`src/urs_cfg.svh`:
```
`ifndef URS_CFG_SVH
`define URS_CFG_SVH
// Register byte offsets
`define URS_OFS_STATUS 12'h000
`define URS_OFS_DATA 12'h004
`define URS_OFS_CTRL1 12'h008
`define URS_OFS_CTRL2 12'h00c
`define URS_OFS_BAUD 12'h010
// Status fields
`define URS_ST_PARITY_ERR_FLAG 0
`define URS_ST_FRAME_ERR_FLAG 1
`define URS_ST_NOISE 2
`define URS_ST_OVERRUN 3
`define URS_ST_IDLE 4
`define URS_ST_READY 5
`define URS_ST_TXIDLE 6
`define URS_ST_TXEMPTY 7
// Control one fields
`define URS_C1_RXEN 0
`define URS_C1_NINE 1
`define URS_C1_PAREN 2
`define URS_C1_PARODD 3
`define URS_C1_TWOSTOP 4
// Control two fields
`define URS_C2_RXIE 0
`define URS_C2_TXEIE 1
`define URS_C2_TXIIE 2
`define URS_C2_ADDR 3
`define URS_C2_WAKE 4
// Reset values
`define URS_CTRL_RST 8'h00
`define URS_BAUD_RST 16'h0000
// Oversampling: ticks per bit and vote sample points
`define URS_OVS_LAST 4'hf
`define URS_VOTE_END 4'h9
`define URS_BITS_EIGHT 4'h8
`define URS_BITS_NINE 4'h9
`endif

```
`src/urs_pkg.sv`:
```
package urs_pkg;
    typedef enum logic [2:0] {
        URS_IDLE, URS_START, URS_DATA, URS_PARITY, URS_STOP, URS_WAIT_HIGH
    } urs_state_type;
endpackage : urs_pkg

```
`src/urs_rx_status.sv`:
```
// Added by the designer: register access over APB and the register addresses.
`timescale 1ns/10ps
`include "urs_cfg.svh"

module urs_rx_status
    import urs_pkg::*;
#(
    parameter int DATA_W = 9
) (
    // Clock, reset and port clock gate
    input wire logic pclk,
    input wire logic presetn,
    input wire logic port_clk_en,
    // APB slave
    input wire logic psel,
    input wire logic penable,
    input wire logic pwrite,
    input wire logic [11:0] paddr,
    input wire logic [31:0] pwdata,
    output logic [31:0] prdata,
    output logic pready,
    output logic pslverr,
    // Serial line
    input wire logic rx_pin,
    // Transmitter conditions
    input wire logic tx_buf_empty,
    input wire logic tx_idle,
    // Merged interrupt request
    output logic uart_int_n
);

    // ********************************
    // Registers and bus decode
    // ********************************
    logic [7:0] control_reg_one;
    logic [7:0] control_reg_two;
    logic [15:0] baud_divisor;
    logic access;
    logic setup;
    logic hit_status;
    logic hit_data;
    logic hit_ctrl1;
    logic hit_ctrl2;
    logic hit_baud;
    logic mapped;
    logic status_read;
    logic data_read;

    assign access = psel & penable & port_clk_en;
    assign setup = psel & ~penable;
    assign hit_status = paddr == `URS_OFS_STATUS;
    assign hit_data = paddr == `URS_OFS_DATA;
    assign hit_ctrl1 = paddr == `URS_OFS_CTRL1;
    assign hit_ctrl2 = paddr == `URS_OFS_CTRL2;
    assign hit_baud = paddr == `URS_OFS_BAUD;
    assign mapped = hit_status | hit_data | hit_ctrl1 | hit_ctrl2 | hit_baud;
    // Stalls while the port clock is stopped so no access is lost
    assign pready = port_clk_en;
    assign pslverr = psel & penable & ~mapped;
    assign status_read = access & ~pwrite & hit_status;
    assign data_read = access & ~pwrite & hit_data;

    logic rx_enable;
    logic nine_bit_select;
    logic parity_enable;
    logic parity_odd;
    logic rx_int_enable;
    logic tx_empty_int_enable;
    logic tx_idle_int_enable;
    logic addr_detect_enable;
    logic wake_enable;

    assign rx_enable = control_reg_one[`URS_C1_RXEN];
    assign nine_bit_select = control_reg_one[`URS_C1_NINE];
    assign parity_enable = control_reg_one[`URS_C1_PAREN];
    assign parity_odd = control_reg_one[`URS_C1_PARODD];
    assign rx_int_enable = control_reg_two[`URS_C2_RXIE];
    assign tx_empty_int_enable = control_reg_two[`URS_C2_TXEIE];
    assign tx_idle_int_enable = control_reg_two[`URS_C2_TXIIE];
    assign addr_detect_enable = control_reg_two[`URS_C2_ADDR];
    assign wake_enable = control_reg_two[`URS_C2_WAKE];

    always_ff @(posedge pclk or negedge presetn) begin
        if (!presetn) begin
            control_reg_one <= `URS_CTRL_RST;
            control_reg_two <= `URS_CTRL_RST;
            baud_divisor <= `URS_BAUD_RST;
        end else if (access && pwrite) begin
            if (hit_ctrl1) begin
                control_reg_one <= pwdata[7:0];
            end
            if (hit_ctrl2) begin
                control_reg_two <= pwdata[7:0];
            end
            if (hit_baud) begin
                baud_divisor <= pwdata[15:0];
            end
        end
    end

    // ********************************
    // Line synchroniser
    // ********************************
    // Runs free so that wake-up can see the line while the port clock is off
    logic rx_meta;
    logic rx_sync;

    always_ff @(posedge pclk or negedge presetn) begin
        if (!presetn) begin
            rx_meta <= 1'b1;
            rx_sync <= 1'b1;
        end else begin
            rx_meta <= rx_pin;
            rx_sync <= rx_meta;
        end
    end

    // ********************************
    // Oversampling tick
    // ********************************
    logic [15:0] div_cnt;
    logic tick;

    assign tick = port_clk_en && (div_cnt == baud_divisor);

    always_ff @(posedge pclk or negedge presetn) begin
        if (!presetn) begin
            div_cnt <= 16'h0000;
        end else if (port_clk_en) begin
            if (tick) begin
                div_cnt <= 16'h0000;
            end else begin
                div_cnt <= div_cnt + 16'h0001;
            end
        end
    end

    // ********************************
    // Receive shifter
    // ********************************
    urs_state_type state;
    logic [3:0] ovs_cnt;
    logic [3:0] bit_cnt;
    logic [1:0] samples;
    logic vote;
    logic noisy;
    logic bit_done;
    logic [DATA_W-1:0] rx_shift_reg;
    logic parity_bit;
    logic frame_noise;
    logic [3:0] word_bits;
    logic [DATA_W-1:0] word;
    logic word_parity_err;
    logic word_frame_err;
    logic word_done;
    logic rx_idle_flag;

    assign vote = (samples[1] & samples[0]) | (samples[1] & rx_sync) | (samples[0] & rx_sync);
    assign noisy = !((samples[1] == samples[0]) && (samples[0] == rx_sync));
    assign bit_done = tick && (ovs_cnt == `URS_VOTE_END);
    assign word_bits = nine_bit_select ? `URS_BITS_NINE : `URS_BITS_EIGHT;
    assign word = nine_bit_select ? rx_shift_reg : {1'b0, rx_shift_reg[DATA_W-1:1]};
    assign word_parity_err = parity_enable && ((^word ^ parity_bit) != parity_odd);
    assign word_frame_err = !vote;
    assign word_done = bit_done && (state == URS_STOP);

    always_ff @(posedge pclk or negedge presetn) begin
        if (!presetn) begin
            samples <= 2'b11;
        end else if (tick) begin
            samples <= {samples[0], rx_sync};
        end
    end

    always_ff @(posedge pclk or negedge presetn) begin
        if (!presetn) begin
            state <= URS_IDLE;
            ovs_cnt <= 4'h0;
            bit_cnt <= 4'h0;
            rx_shift_reg <= '0;
            parity_bit <= 1'b0;
            frame_noise <= 1'b0;
        end else if (!rx_enable && port_clk_en) begin
            state <= URS_IDLE;
        end else if (tick) begin
            ovs_cnt <= ovs_cnt + 4'h1;
            unique case (state)
                URS_IDLE: begin
                    if (!rx_sync) begin
                        state <= URS_START;
                        ovs_cnt <= 4'h1;
                        frame_noise <= 1'b0;
                    end
                end
                URS_START: begin
                    if (bit_done) begin
                        frame_noise <= noisy;
                        bit_cnt <= 4'h0;
                        if (vote) begin
                            state <= URS_IDLE;
                        end
                    end
                    if (ovs_cnt == `URS_OVS_LAST && state == URS_START) begin
                        state <= URS_DATA;
                    end
                end
                URS_DATA: begin
                    if (bit_done) begin
                        rx_shift_reg <= {vote, rx_shift_reg[DATA_W-1:1]};
                        frame_noise <= frame_noise | noisy;
                        bit_cnt <= bit_cnt + 4'h1;
                    end
                    if (ovs_cnt == `URS_OVS_LAST && bit_cnt == word_bits) begin
                        state <= parity_enable ? URS_PARITY : URS_STOP;
                    end
                end
                URS_PARITY: begin
                    if (bit_done) begin
                        parity_bit <= vote;
                        frame_noise <= frame_noise | noisy;
                    end
                    if (ovs_cnt == `URS_OVS_LAST) begin
                        state <= URS_STOP;
                    end
                end
                URS_STOP: begin
                    if (bit_done) begin
                        state <= vote ? URS_IDLE : URS_WAIT_HIGH;
                    end
                end
                URS_WAIT_HIGH: begin
                    if (rx_sync) begin
                        state <= URS_IDLE;
                    end
                end
            endcase
        end
    end

    always_ff @(posedge pclk or negedge presetn) begin
        if (!presetn) begin
            rx_idle_flag <= 1'b1;
        end else if (tick && state == URS_IDLE && !rx_sync && rx_enable) begin
            rx_idle_flag <= 1'b0;
        end else if (word_done || (bit_done && state == URS_START && vote)) begin
            // A false start is no frame, so the receiver counts as idle again
            rx_idle_flag <= 1'b1;
        end
    end

    // ********************************
    // Two-word receive buffer
    // ********************************
    // Each entry: parity error, framing error, word
    logic [DATA_W+1:0] rx_data_fifo [2];
    logic [1:0] fifo_count;
    logic rd_ptr;
    logic wr_ptr;
    logic fifo_full;
    logic push;
    logic pop;
    logic overrun_event;
    logic [DATA_W+1:0] head;

    assign fifo_full = fifo_count == 2'd2;
    assign push = word_done && !fifo_full;
    assign overrun_event = word_done && fifo_full;
    assign pop = data_read && (fifo_count != 2'd0);
    assign head = rx_data_fifo[rd_ptr];

    always_ff @(posedge pclk or negedge presetn) begin
        if (!presetn) begin
            rx_data_fifo[0] <= '0;
            rx_data_fifo[1] <= '0;
        end else if (push) begin
            rx_data_fifo[wr_ptr] <= {word_parity_err, word_frame_err, word};
        end
    end

    always_ff @(posedge pclk or negedge presetn) begin
        if (!presetn) begin
            fifo_count <= 2'd0;
            rd_ptr <= 1'b0;
            wr_ptr <= 1'b0;
        end else begin
            if (push) begin
                wr_ptr <= ~wr_ptr;
            end
            if (pop) begin
                rd_ptr <= ~rd_ptr;
            end
            fifo_count <= fifo_count + {1'b0, push} - {1'b0, pop};
        end
    end

    // ********************************
    // Status flags and clearing sequence
    // ********************************
    logic clear_armed;
    logic seq_clear;
    logic overrun_flag;
    logic noise_flag;
    logic rx_ready_flag;
    logic frame_err_flag;
    logic parity_err_flag;

    assign seq_clear = data_read && clear_armed;
    assign rx_ready_flag = fifo_count != 2'd0;
    assign frame_err_flag = rx_ready_flag && head[DATA_W];
    assign parity_err_flag = rx_ready_flag && head[DATA_W+1];

    always_ff @(posedge pclk or negedge presetn) begin
        if (!presetn) begin
            clear_armed <= 1'b0;
        end else if (status_read) begin
            clear_armed <= 1'b1;
        end else if (data_read) begin
            clear_armed <= 1'b0;
        end
    end

    always_ff @(posedge pclk or negedge presetn) begin
        if (!presetn) begin
            overrun_flag <= 1'b0;
            noise_flag <= 1'b0;
        end else begin
            if (overrun_event) begin
                overrun_flag <= 1'b1;
            end else if (seq_clear) begin
                overrun_flag <= 1'b0;
            end
            if (push && frame_noise) begin
                noise_flag <= 1'b1;
            end else if (seq_clear) begin
                noise_flag <= 1'b0;
            end
        end
    end

    // ********************************
    // Read data
    // ********************************
    logic [31:0] next_prdata;

    always_comb begin
        next_prdata = 32'h0000_0000;
        if (hit_status) begin
            next_prdata[`URS_ST_PARITY_ERR_FLAG] = parity_err_flag;
            next_prdata[`URS_ST_FRAME_ERR_FLAG] = frame_err_flag;
            next_prdata[`URS_ST_NOISE] = noise_flag;
            next_prdata[`URS_ST_OVERRUN] = overrun_flag;
            next_prdata[`URS_ST_IDLE] = rx_idle_flag;
            next_prdata[`URS_ST_READY] = rx_ready_flag;
            next_prdata[`URS_ST_TXIDLE] = tx_idle;
            next_prdata[`URS_ST_TXEMPTY] = tx_buf_empty;
        end else if (hit_data) begin
            next_prdata[DATA_W-1:0] = rx_ready_flag ? head[DATA_W-1:0] : '0;
        end else if (hit_ctrl1) begin
            next_prdata[7:0] = control_reg_one;
        end else if (hit_ctrl2) begin
            next_prdata[7:0] = control_reg_two;
        end else if (hit_baud) begin
            next_prdata[15:0] = baud_divisor;
        end
    end

    always_ff @(posedge pclk or negedge presetn) begin
        if (!presetn) begin
            prdata <= 32'h0000_0000;
        end else if (setup && !pwrite) begin
            prdata <= next_prdata;
        end
    end

    // ********************************
    // Merged interrupt
    // ********************************
    logic addr_ok;
    logic rx_event;
    logic tx_empty_q;
    logic tx_idle_q;
    logic tx_event;
    logic int_pulse;
    logic wake_req;

    assign addr_ok = !addr_detect_enable || (nine_bit_select ? word[8] : word[7]);
    assign rx_event = rx_int_enable && ((push && addr_ok) || overrun_event);
    assign tx_event = (tx_empty_int_enable && tx_buf_empty && !tx_empty_q)
        || (tx_idle_int_enable && tx_idle && !tx_idle_q);
    assign wake_req = !port_clk_en && wake_enable && rx_int_enable && rx_enable && !rx_sync;

    always_ff @(posedge pclk or negedge presetn) begin
        if (!presetn) begin
            tx_empty_q <= 1'b0;
            tx_idle_q <= 1'b0;
            int_pulse <= 1'b0;
        end else if (port_clk_en) begin
            tx_empty_q <= tx_buf_empty;
            tx_idle_q <= tx_idle;
            int_pulse <= rx_event || tx_event;
        end else begin
            int_pulse <= 1'b0;
        end
    end

    assign uart_int_n = !(int_pulse || wake_req);

endmodule : urs_rx_status

```
`config.mk`:
```
export PLATFORM = sky130hd
export DESIGN_NAME = urs_rx_status
export DESIGN_NICKNAME = d
export VERILOG_FILES = /design/src/urs_pkg.sv /design/src/urs_rx_status.sv
export VERILOG_INCLUDE_DIRS = /design/src
export SDC_FILE = /design/constraint.sdc
export NUM_CORES = 1
export LEC_CHECK = 0
export BUFFER_PORTS_ARGS = -buffer_cell sky130_fd_sc_hd__clkbuf_2
export CELL_PAD_IN_SITES_DETAIL_PLACEMENT = 1
export CELL_PAD_IN_SITES_GLOBAL_PLACEMENT = 1
export CORE_MARGIN = 2
export CORE_UTILIZATION = 50
export CTS_BUF_LIST = sky130_fd_sc_hd__clkbuf_8
export DETAILED_ROUTE_END_ITERATION = 6
export GPL_TIMING_DRIVEN = 0
export PLACE_DENSITY_LB_ADDON = 0.1
export RECOVER_POWER = 50
export SLEW_MARGIN = 20
export SYNTH_ARGS = -nofsm -noshare
export SYNTH_HDL_FRONTEND = slang
export SYNTH_SLANG_ARGS = --single-unit
```
`constraint.sdc`:
```
create_clock -name pclk -period 4.77 [get_ports pclk]
set_clock_uncertainty 0.05 [all_clocks]
set_input_delay 0.2385 -clock pclk [delete_from_list [all_inputs] [get_ports pclk]]
set_output_delay 0.2385 -clock pclk [all_outputs]
set_load 0.02 [all_outputs]
```
== After elaboration in Yosys (flattened, before gate mapping) ==
Cells that the tools add are included.

* Multiplexer cells: 50
* Reductions and logical operators: 71
* $add $sub $neg: 5
* Bitwise logic cells: 26
* Equality and inequality tests: 28
* Order comparisons: 3

{| class="wikitable"
|+ Operators by type and width
! operator !! number
|-
| $mux W8 || 6
|-
| $mux W11 || 4
|-
| $mux W3 || 12
|-
| $logic_and A1 B1 Y1 || 33
|-
| $mux W16 || 2
|-
| $mux W9 || 3
|-
| $eq A12 B4 Y1 const B || 2
|-
| $bwmux W22 || 1
|-
| $pmux W3 S6 || 1
|-
| $add A16 B1 Y16 const B || 1
|-
| $eq A16 B16 Y1 || 1
|-
| $mux W4 || 4
|-
| $reduce_bool A2 Y1 || 7
|-
| $mux W1 || 13
|-
| $eq A12 B3 Y1 const B || 1
|-
| $eq A12 B5 Y1 const B || 1
|-
| $logic_not A12 Y1 || 1
|-
| $ne A3 B3 Y1 const B || 4
|-
| $demux W11 S1 || 1
|-
| $logic_not A1 Y1 || 11
|-
| $and A1 B1 Y1 || 10
|-
| $reduce_xor A9 Y1 || 1
|-
| $add A4 B1 Y4 const B || 2
|-
| $eq A4 B4 Y1 const B || 2
|-
| other kinds (31) || 59
|}

* Register bits: 123
* Output and inout bits: 35
* Bits of input ports: 53
* Word-level logic and storage cells: 209

== Longest topological paths before layout ==
Gate-level depths: netlist of the first run.

* Depth in word-level cells: 10
* Gate-level depth with buffers: 12
* Depth with buffers taken out: 10

== Worst setup path before layout of the first run ==
OpenSTA, ideal clock, no wires.

* Path kind: register -> register
* Start point: register div_cnt[5]
* End point: register fifo_count[1]
* Cell stages (with the launch flop): 11
* Arrival: 2.611 ns
* Setup time: 0.123 ns
* Period minus slack after synthesis: 2.784 ns
* Required time: 4.597 ns
* Buffers on the path: 1
* Setup slack: 1.986 ns
* Path through: dfrtp_1 -> xor2_1 -> or4_4 -> nor4_1 -> buf_2 -> nand3_1 -> ha_1 -> inv_1 -> ha_1 -> xnor2_1 -> xnor2_1

* Longest elaborated chain between the ends: 7

{| class="wikitable"
|+ RTL lines
! item !! RTL line !! source
|-
| from (decl) || urs_rx_status.sv:121 || <nowiki>logic [15:0] div_cnt;</nowiki>
|-
| from (signal assigned) || urs_rx_status.sv:133 || <nowiki>div_cnt <= div_cnt + 16'h0001;</nowiki>
|-
| $eq A16 B16 Y1 || urs_rx_status.sv:124 || <nowiki>assign tick = port_clk_en && (div_cnt == baud_divisor);</nowiki>
|-
| $logic_and A1 B1 Y1 || urs_rx_status.sv:124 ||
|-
| $logic_and A1 B1 Y1 || urs_rx_status.sv:160 || <nowiki>assign bit_done = tick && (ovs_cnt == `URS_VOTE_END);</nowiki>
|-
| $logic_and A1 B1 Y1 || urs_rx_status.sv:165 || <nowiki>assign word_done = bit_done && (state == URS_STOP);</nowiki>
|-
| $logic_and A1 B1 Y1 || urs_rx_status.sv:266 || <nowiki>assign push = word_done && !fifo_full;</nowiki>
|-
| $add A2 B1 Y2 || urs_rx_status.sv:292 || <nowiki>fifo_count <= fifo_count + {1'b0, push} - {1'b0, pop};</nowiki>
|-
| $sub A2 B1 Y2 || urs_rx_status.sv:292 ||
|-
| to (signal assigned) || urs_rx_status.sv:292 ||
|-
| to (decl) || urs_rx_status.sv:256 || <nowiki>logic [1:0] fifo_count;</nowiki>
|}

No other way between the ends.
A chain may end at the register's enable or synchronous reset.

== Worst setup path in the final report of the first run ==
* Start point: register baud_divisor[13]
* End point: register fifo_count[1]

* Longest elaborated chain between the ends: 7

{| class="wikitable"
|+ RTL lines
! item !! RTL line !! source
|-
| from (decl) || urs_rx_status.sv:37 || <nowiki>logic [15:0] baud_divisor;</nowiki>
|-
| from (signal assigned) || urs_rx_status.sv:87 || <nowiki>baud_divisor <= `URS_BAUD_RST;</nowiki>
|-
| from (signal assigned) || urs_rx_status.sv:96 || <nowiki>baud_divisor <= pwdata[15:0];</nowiki>
|-
| $eq A16 B16 Y1 || urs_rx_status.sv:124 ||
|-
| $logic_and A1 B1 Y1 || urs_rx_status.sv:124 ||
|-
| $logic_and A1 B1 Y1 || urs_rx_status.sv:160 ||
|-
| $logic_and A1 B1 Y1 || urs_rx_status.sv:165 ||
|-
| $logic_and A1 B1 Y1 || urs_rx_status.sv:266 ||
|-
| $add A2 B1 Y2 || urs_rx_status.sv:292 ||
|-
| $sub A2 B1 Y2 || urs_rx_status.sv:292 ||
|}

No other way between the ends.

==> flow_summary.json, run 1 <==
{
  "multi_input_area_um2": 3160,
  "register_area_um2": 3080,
  "start_kind": "flip-flop",
  "gp_congestion": 0.879,
  "top_register": "rx_data_fifo",
  "die_height_um": 118,
  "post_cts_buffers": 0,
  "grt_overflow": 0,
  "cts_max_level": 4,
  "async_flop_share_pct": 100,
  "synth_edf_count": 0,
  "postSynthCellCount": 614,
  "fin_crit_sh_pct": 70.5,
  "relSlewSlack_pct": -88.1,
  "antenna_found_initial": 0,
  "yosys_register_bits": 123,
  "setup_violations": 0,
  "design.portCount": 88,
  "hp-class": "in2reg",
  "drive_gt1_share_pct": 25.3,
  "final.min_clock_period_ps": 3360,
  "yosysSeqAreaShare_pct": 47.5,
  "drt_iter0_drc": 336,
  "cts_tree": "built",
  "core.rowCount": 41,
  "fin_util_pct": 60.3,
  "cp_max_fo": 10,
  "grt_pass1_vias": 5490,
  "run_status": "complete, but fails checks",
  "violations": "max-capacitance violations, max-slew violations",
  "fillers": 1411,
  "finalHoldViolCount": 0,
  "power.leakage_nw": 3.55,
  "dp_hpwl_um": 12800,
  "synth_top_area_share_pct": 45.5,
  "timing.fmax_ghz": 0.297,
  "required_ps": 5110,
  "largest_register_ffs": 22,
  "wirelength_um": 17800,
  "fp.dieW_um": 118,
  "rsz0062_at_grt": "false",
  "grt_start_max_net_pins": 77,
  "max_cap_violations": 1,
  "ctsHoldBuffers": 15,
  "core_area_um2": 12700,
  "place_area_um2": 7080,
  "vias": 5078,
  "p_per_area_nw_per_um2": 338,
  "drt_pre_antenna_iters": 4,
  "yosys-top-cells-area": "dfrtp_1 45%, mux2_2 11%, xnor2_1 3.5%",
  "endpoint_kind": "flip-flop",
  "yosys_warnings": 0,
  "clockRootBuffer": "clkbuf_8",
  "whs_ps": 26.5,
  "dieArea_um2": 13900,
  "port_buffers": 54,
  "yosys.area.top_type": "dfrtp_1",
  "yosysMostFrequentCell": "dfrtp_1",
  "drtAntennaViolNets": 0,
  "maxSlewViolCount": 48,
  "grt_pass1_wl_um": 29000,
  "timing_worst_setup_path_type": "reg2reg",
  "worst_pin_slew_ps": 2820,
  "ir_worst_vdd_mv": 0.226,
  "clock-sinks": 123,
  "synth_cell_types": 65,
  "post_cts_resized": 0,
  "wl_per_cell_um": 19.8,
  "ys_top_cells_by_count": "118 x dfrtp_1, 63 x mux2_2, 53 x nand2_1, 52 x nor2_1, 26 x xnor2_1",
  "synth_area_per_cell_um2": 10.6,
  "clock_latency_ps": 470,
  "final_nets": 780,
  "cts.clk_slew.worst_paths_ps": 90,
  "synth_top_flop_cell": "dfrtp_1",
  "syn2layout_area_growth_pct": 17.6,
  "diodes": 0,
  "cts_max_path_buffers": 2,
  "syn-cell-area_um2": 6500,
  "drc": 0,
  "cts_buffers": 17,
  "grt_usage_pct": 26.9,
  "crit_arrival_ps": 3700,
  "initial_utilization_pct": 51.3,
  "viasPerCell": 5.62,
  "timing.setup.tns_ps": 0,
  "design_area_um2": 7640
}
-- power by group --
part           switching (mW)  internal (mW)  total, mW
Combinational           0.258          0.170      0.428
Clock                   0.477          0.526       1.00
Sequential             0.0554           1.10       1.15
-- layer usage --
metal  GRT usage [%]  share of wire, %  up-vias
li1                -                 -     2367
met3            4.89               3.1       21
met4            9.41               1.7        0
met2            48.1                53       96
met5               0                 0        -
met1            32.5                42     2594
-- worst max-delay path: stages (launching register included) --
cell and delay [ps]:
dfrtp_1 450, xor2_1 200, or4_4 560, nor4_1 560, buf_2 350, nand3_1 230, ha_1 360, inv_1 40
ha_1 180, xnor2_1 170, xnor2_1 130
-- stage by stage --
stage          std cells  setup slack, ps  power (mW)
3_3_place_gp         855             1530        1.56
4_1_cts              903             1440        2.60
6_report             903             1410        2.59
3_5_place_dp         856             1470        1.59
2_1_floorplan        629             1990        1.44
5_1_grt              903             1260        2.70
-- worst paths after layout --
path	from	cells past startpoint	end	slack, ps
max	baud_divisor[13]$_DFFE_PN0P_	10	fifo_count[1]$_DFF_PN0_	1410
min	pwdata[3]	2	control_reg_one[3]$_DFFE_PN0P_	30
max reg2reg	baud_divisor[13]$_DFFE_PN0P_	10	fifo_count[1]$_DFF_PN0_	1410
min reg2reg	rx_meta$_DFF_PN1_	0	rx_sync$_DFF_PN1_	310
max in group asynchronous	presetn	2	div_cnt[1]$_DFFE_PN0P_	1890
min in group asynchronous	presetn	2	prdata[10]$_DFFE_PN0P_	1170
-- cells by family after synthesis --
group,count (synthesis),synth area share (%)
compound gates,85,8.67
xor+xnor,45,6.07
fa+ha+maj,9,1.73
buf+inv,58,4.93
flops,123,47.5
mux,88,14.9
other cells,1,0.0577
simple gates,205,16.1
-- cells in the final DEF (no fill, tap or decap), types with 5 or more instances in the layout --
cell type        n
xnor2_1         26
clkbuf_1        18
a21oi_1         23
nor2_1          52
nand4_1         12
o31ai_1          5
inv_6            5
a221oi_1         5
mux2i_1         17
clkbuf_8        17
o21ai_0         20
dfrtp_1        118
nand3_1         22
inv_1           18
conb_1          16
buf_4           18
nor3_1          13
dfstp_2          5
nand2_1         53
mux2_1           8
nor3b_1          5
and3_1           7
xor2_1          19
dlygate4sd3_1   15
clkbuf_2        46
mux2_2          63
ha_1             9
-- layout make-up --
cell class / count / area share, %
buffer: 40 / 3.31
clock inverter: 15 / 2.47
clock buffer: 17 / 3.06
sequential: 123 / 40.4
tap: 172 / 2.82
multi-input combinational: 448 / 41.4
timing repair buffer: 70 / 5.73
inverter: 18 / 0.884
No activity file was read; power rests on OpenSTA's default activity.
==> run 2, diff against run 1 <==
--- a/config.mk
+++ b/config.mk
@@ -10,7 +10,7 @@
 export CELL_PAD_IN_SITES_DETAIL_PLACEMENT = 1
 export CELL_PAD_IN_SITES_GLOBAL_PLACEMENT = 1
 export CORE_MARGIN = 2
-export CORE_UTILIZATION = 50
+export CORE_UTILIZATION = 42
 export CTS_BUF_LIST = sky130_fd_sc_hd__clkbuf_8
 export DETAILED_ROUTE_END_ITERATION = 6
 export GPL_TIMING_DRIVEN = 0
==> constraint.sdc (replaced) <==
create_clock -name pclk -period 3 [get_ports pclk]
set_clock_uncertainty 0.05 [all_clocks]
set_input_delay 0.15 -clock pclk [delete_from_list [all_inputs] [get_ports pclk]]
set_output_delay 0.15 -clock pclk [all_outputs]
set_load 0.02 [all_outputs]
==> run 2 against run 1 <==
- the flow still finishes with violations (max-capacitance violations, max-slew violations)
- combinational power is 70% higher
- count of clock-buffer cells in the layout is 1 higher
- critical path type unchanged
- cell area is 1.7% higher
- critical endpoint unchanged
- non-clock buffer count is 7 higher
- utilization is 9.0 points lower
- hold slack better by 49 ps
- worst setup slack worse by 1300 ps
- fmax is 18% higher
- critical path depth stayed put
- global-route usage is 3.8 points lower
- register-to-register slack worse by 1300 ps
==> flow_summary.json, run 2 (synthesis gave the netlist of run 1 again) <==
{
  "cts_max_level": 4,
  "syn2layout_area_growth_pct": 19.6,
  "grt_start_max_net_pins": 94,
  "design.portCount": 88,
  "hp-class": "in2reg",
  "timing_worst_setup_path_type": "reg2reg",
  "cts_tree": "built",
  "cts_max_path_buffers": 2,
  "gp_congestion": 0.856,
  "dpl_worst_slack_ps": -388,
  "worst_pin_slew_ps": 1860,
  "setup_violations": 0,
  "setup_slack_ps": 157,
  "timing.setup.tns_ps": 0,
  "finalHoldViolCount": 0,
  "grt_overflow": 0,
  "core_area_um2": 15100,
  "timing.fmax_ghz": 0.352,
  "final_cell_mix": "117 x dfrtp_1, 63 x mux2_2, 53 x nand2_1",
  "drc": 0,
  "clockRootBuffer": "clkbuf_8",
  "die_height_um": 128,
  "cp_max_fo": 4,
  "grt_pass1_vias": 5344,
  "drt_iter0_drc": 214,
  "max_cap_violations": 1,
  "layout_commonest_cell": "dfrtp_1",
  "clock_latency_ps": 440,
  "cts_buffers": 17,
  "diodes": 0,
  "dieArea_um2": 16500,
  "vias": 5019,
  "dp_hpwl_um": 13000,
  "crit_arrival_ps": 3150,
  "run_status": "complete, but fails checks",
  "drive_gt1_share_pct": 25.7,
  "viasPerCell": 5.42,
  "fin_crit_sh_pct": 94.8,
  "endpoint_kind": "flip-flop",
  "largest_register_ffs": 22,
  "relSlewSlack_pct": -23.7,
  "violations": "max-capacitance violations, max-slew violations",
  "port_buffers": 54,
  "start_kind": "flip-flop",
  "power.leakage_nw": 3.59,
  "drt_pre_antenna_iters": 4,
  "drtAntennaViolNets": 0,
  "maxSlewViolCount": 31,
  "final_nets": 787,
  "wirelength_um": 18100,
  "core.rowCount": 45,
  "ir_worst_vdd_mv": 0.255,
  "p_per_area_nw_per_um2": 543,
  "clock-sinks": 123,
  "grt_pass1_wl_um": 28900,
  "ff2ff_setup_slack_ps": 160,
  "final.min_clock_period_ps": 2840,
  "cts.clk_slew.worst_paths_ps": 80,
  "fp.dieW_um": 128,
  "wl_per_cell_um": 19.5,
  "initial_utilization_pct": 42.9,
  "top_register": "rx_data_fifo",
  "antenna_found_initial": 0,
  "required_ps": 3310,
  "grt_usage_pct": 23.1
}
==> run 2: cell types whose count changed in the layout (fill, tap and decap cells not counted), moves of 2 or more <==
| cell | before | now |
|---|---|---|
| dlygate4sd3_1 | 15 | 20 |
| inv_6 | 5 | 1 |
| buf_4 | 18 | 20 |
| clkinvlp_4 | 2 | 4 |
==> run 2: layer usage <==
metal,GRT usage [%],vias up,part of all wire (%)
met5,0,-,0
met4,6.98,0,1.3
met3,5.11,14,3.0
met2,40.4,84,51
met1,28.8,2530,45
li1,-,2391,-
==> run 2: worst paths after layout <==
path                                         from                      end  depth (start not counted)
max reg2reg                div_cnt[5]$_DFFE_PN0P_  fifo_count[1]$_DFF_PN0_                         10
max                        div_cnt[5]$_DFFE_PN0P_  fifo_count[1]$_DFF_PN0_                         10
min reg2reg                     rx_meta$_DFF_PN1_        rx_sync$_DFF_PN1_                          0
min in group asynchronous                 presetn    prdata[9]$_DFFE_PN0P_                          2
min                                        pwrite  clear_armed$_DFFE_PN0P_                          3
max in group asynchronous                 presetn   samples[0]$_DFFE_PN1N_                          3
==> run 2: timing repair <==
item / 4_1_cts / 5_1_grt
setup endpoints to repair: 2 / 1
setup buffers: 0 / 2
pin swaps: 1 / 1
hold buffers: 20 / 0
endpoints found under the hold margin: 153 / 0
gates cloned: 0 / 0
gates resized for setup: 4 / 2
==> run 2: power breakdown <==
group          switching (mW)  internal [mW]  leakage [nW]
clock                   0.721          0.929         0.211
combinational           0.432          0.294          1.72
sequential             0.0938           1.75          1.66
total                    1.25           2.97          3.59
==> run 2: cell type report <==
cell class	count	area, um^2
clock inverters	14	195
plain buffers	40	259
repair buffers	77	503
fillers	1677	7370
inverters	18	67.6
multi-input cells	448	3180
clock buffers	18	248
flip-flops and latches	123	3090
well taps	188	235
==> run 2: stage by stage <==
step | power, mW | instance area [um^2] | hold slack [ps] | instances | utilization, %
2_1_floorplan | 2.29 | 6550 | -196 | 629 | -
3_3_place_gp | 2.49 | 7060 | 190 | 871 | 46.6
3_5_place_dp | 2.54 | 7100 | 16.8 | 872 | 46.9
4_1_cts | 4.25 | 7760 | 43.6 | 924 | 51.3
5_1_grt | 4.44 | 7770 | 70.9 | 926 | 51.3
6_report | 4.22 | 7770 | 75.3 | 926 | 51.3
==> run 2: critical path: stages, from the launching register on <==
cell	delay, ps
dfrtp_2	450
xor2_1	190
or4_4	570
nor4_4	370
buf_6	160
nand3_2	120
ha_1	320
inv_1	40
ha_1	180
xnor2_1	160
xnor2_1	150
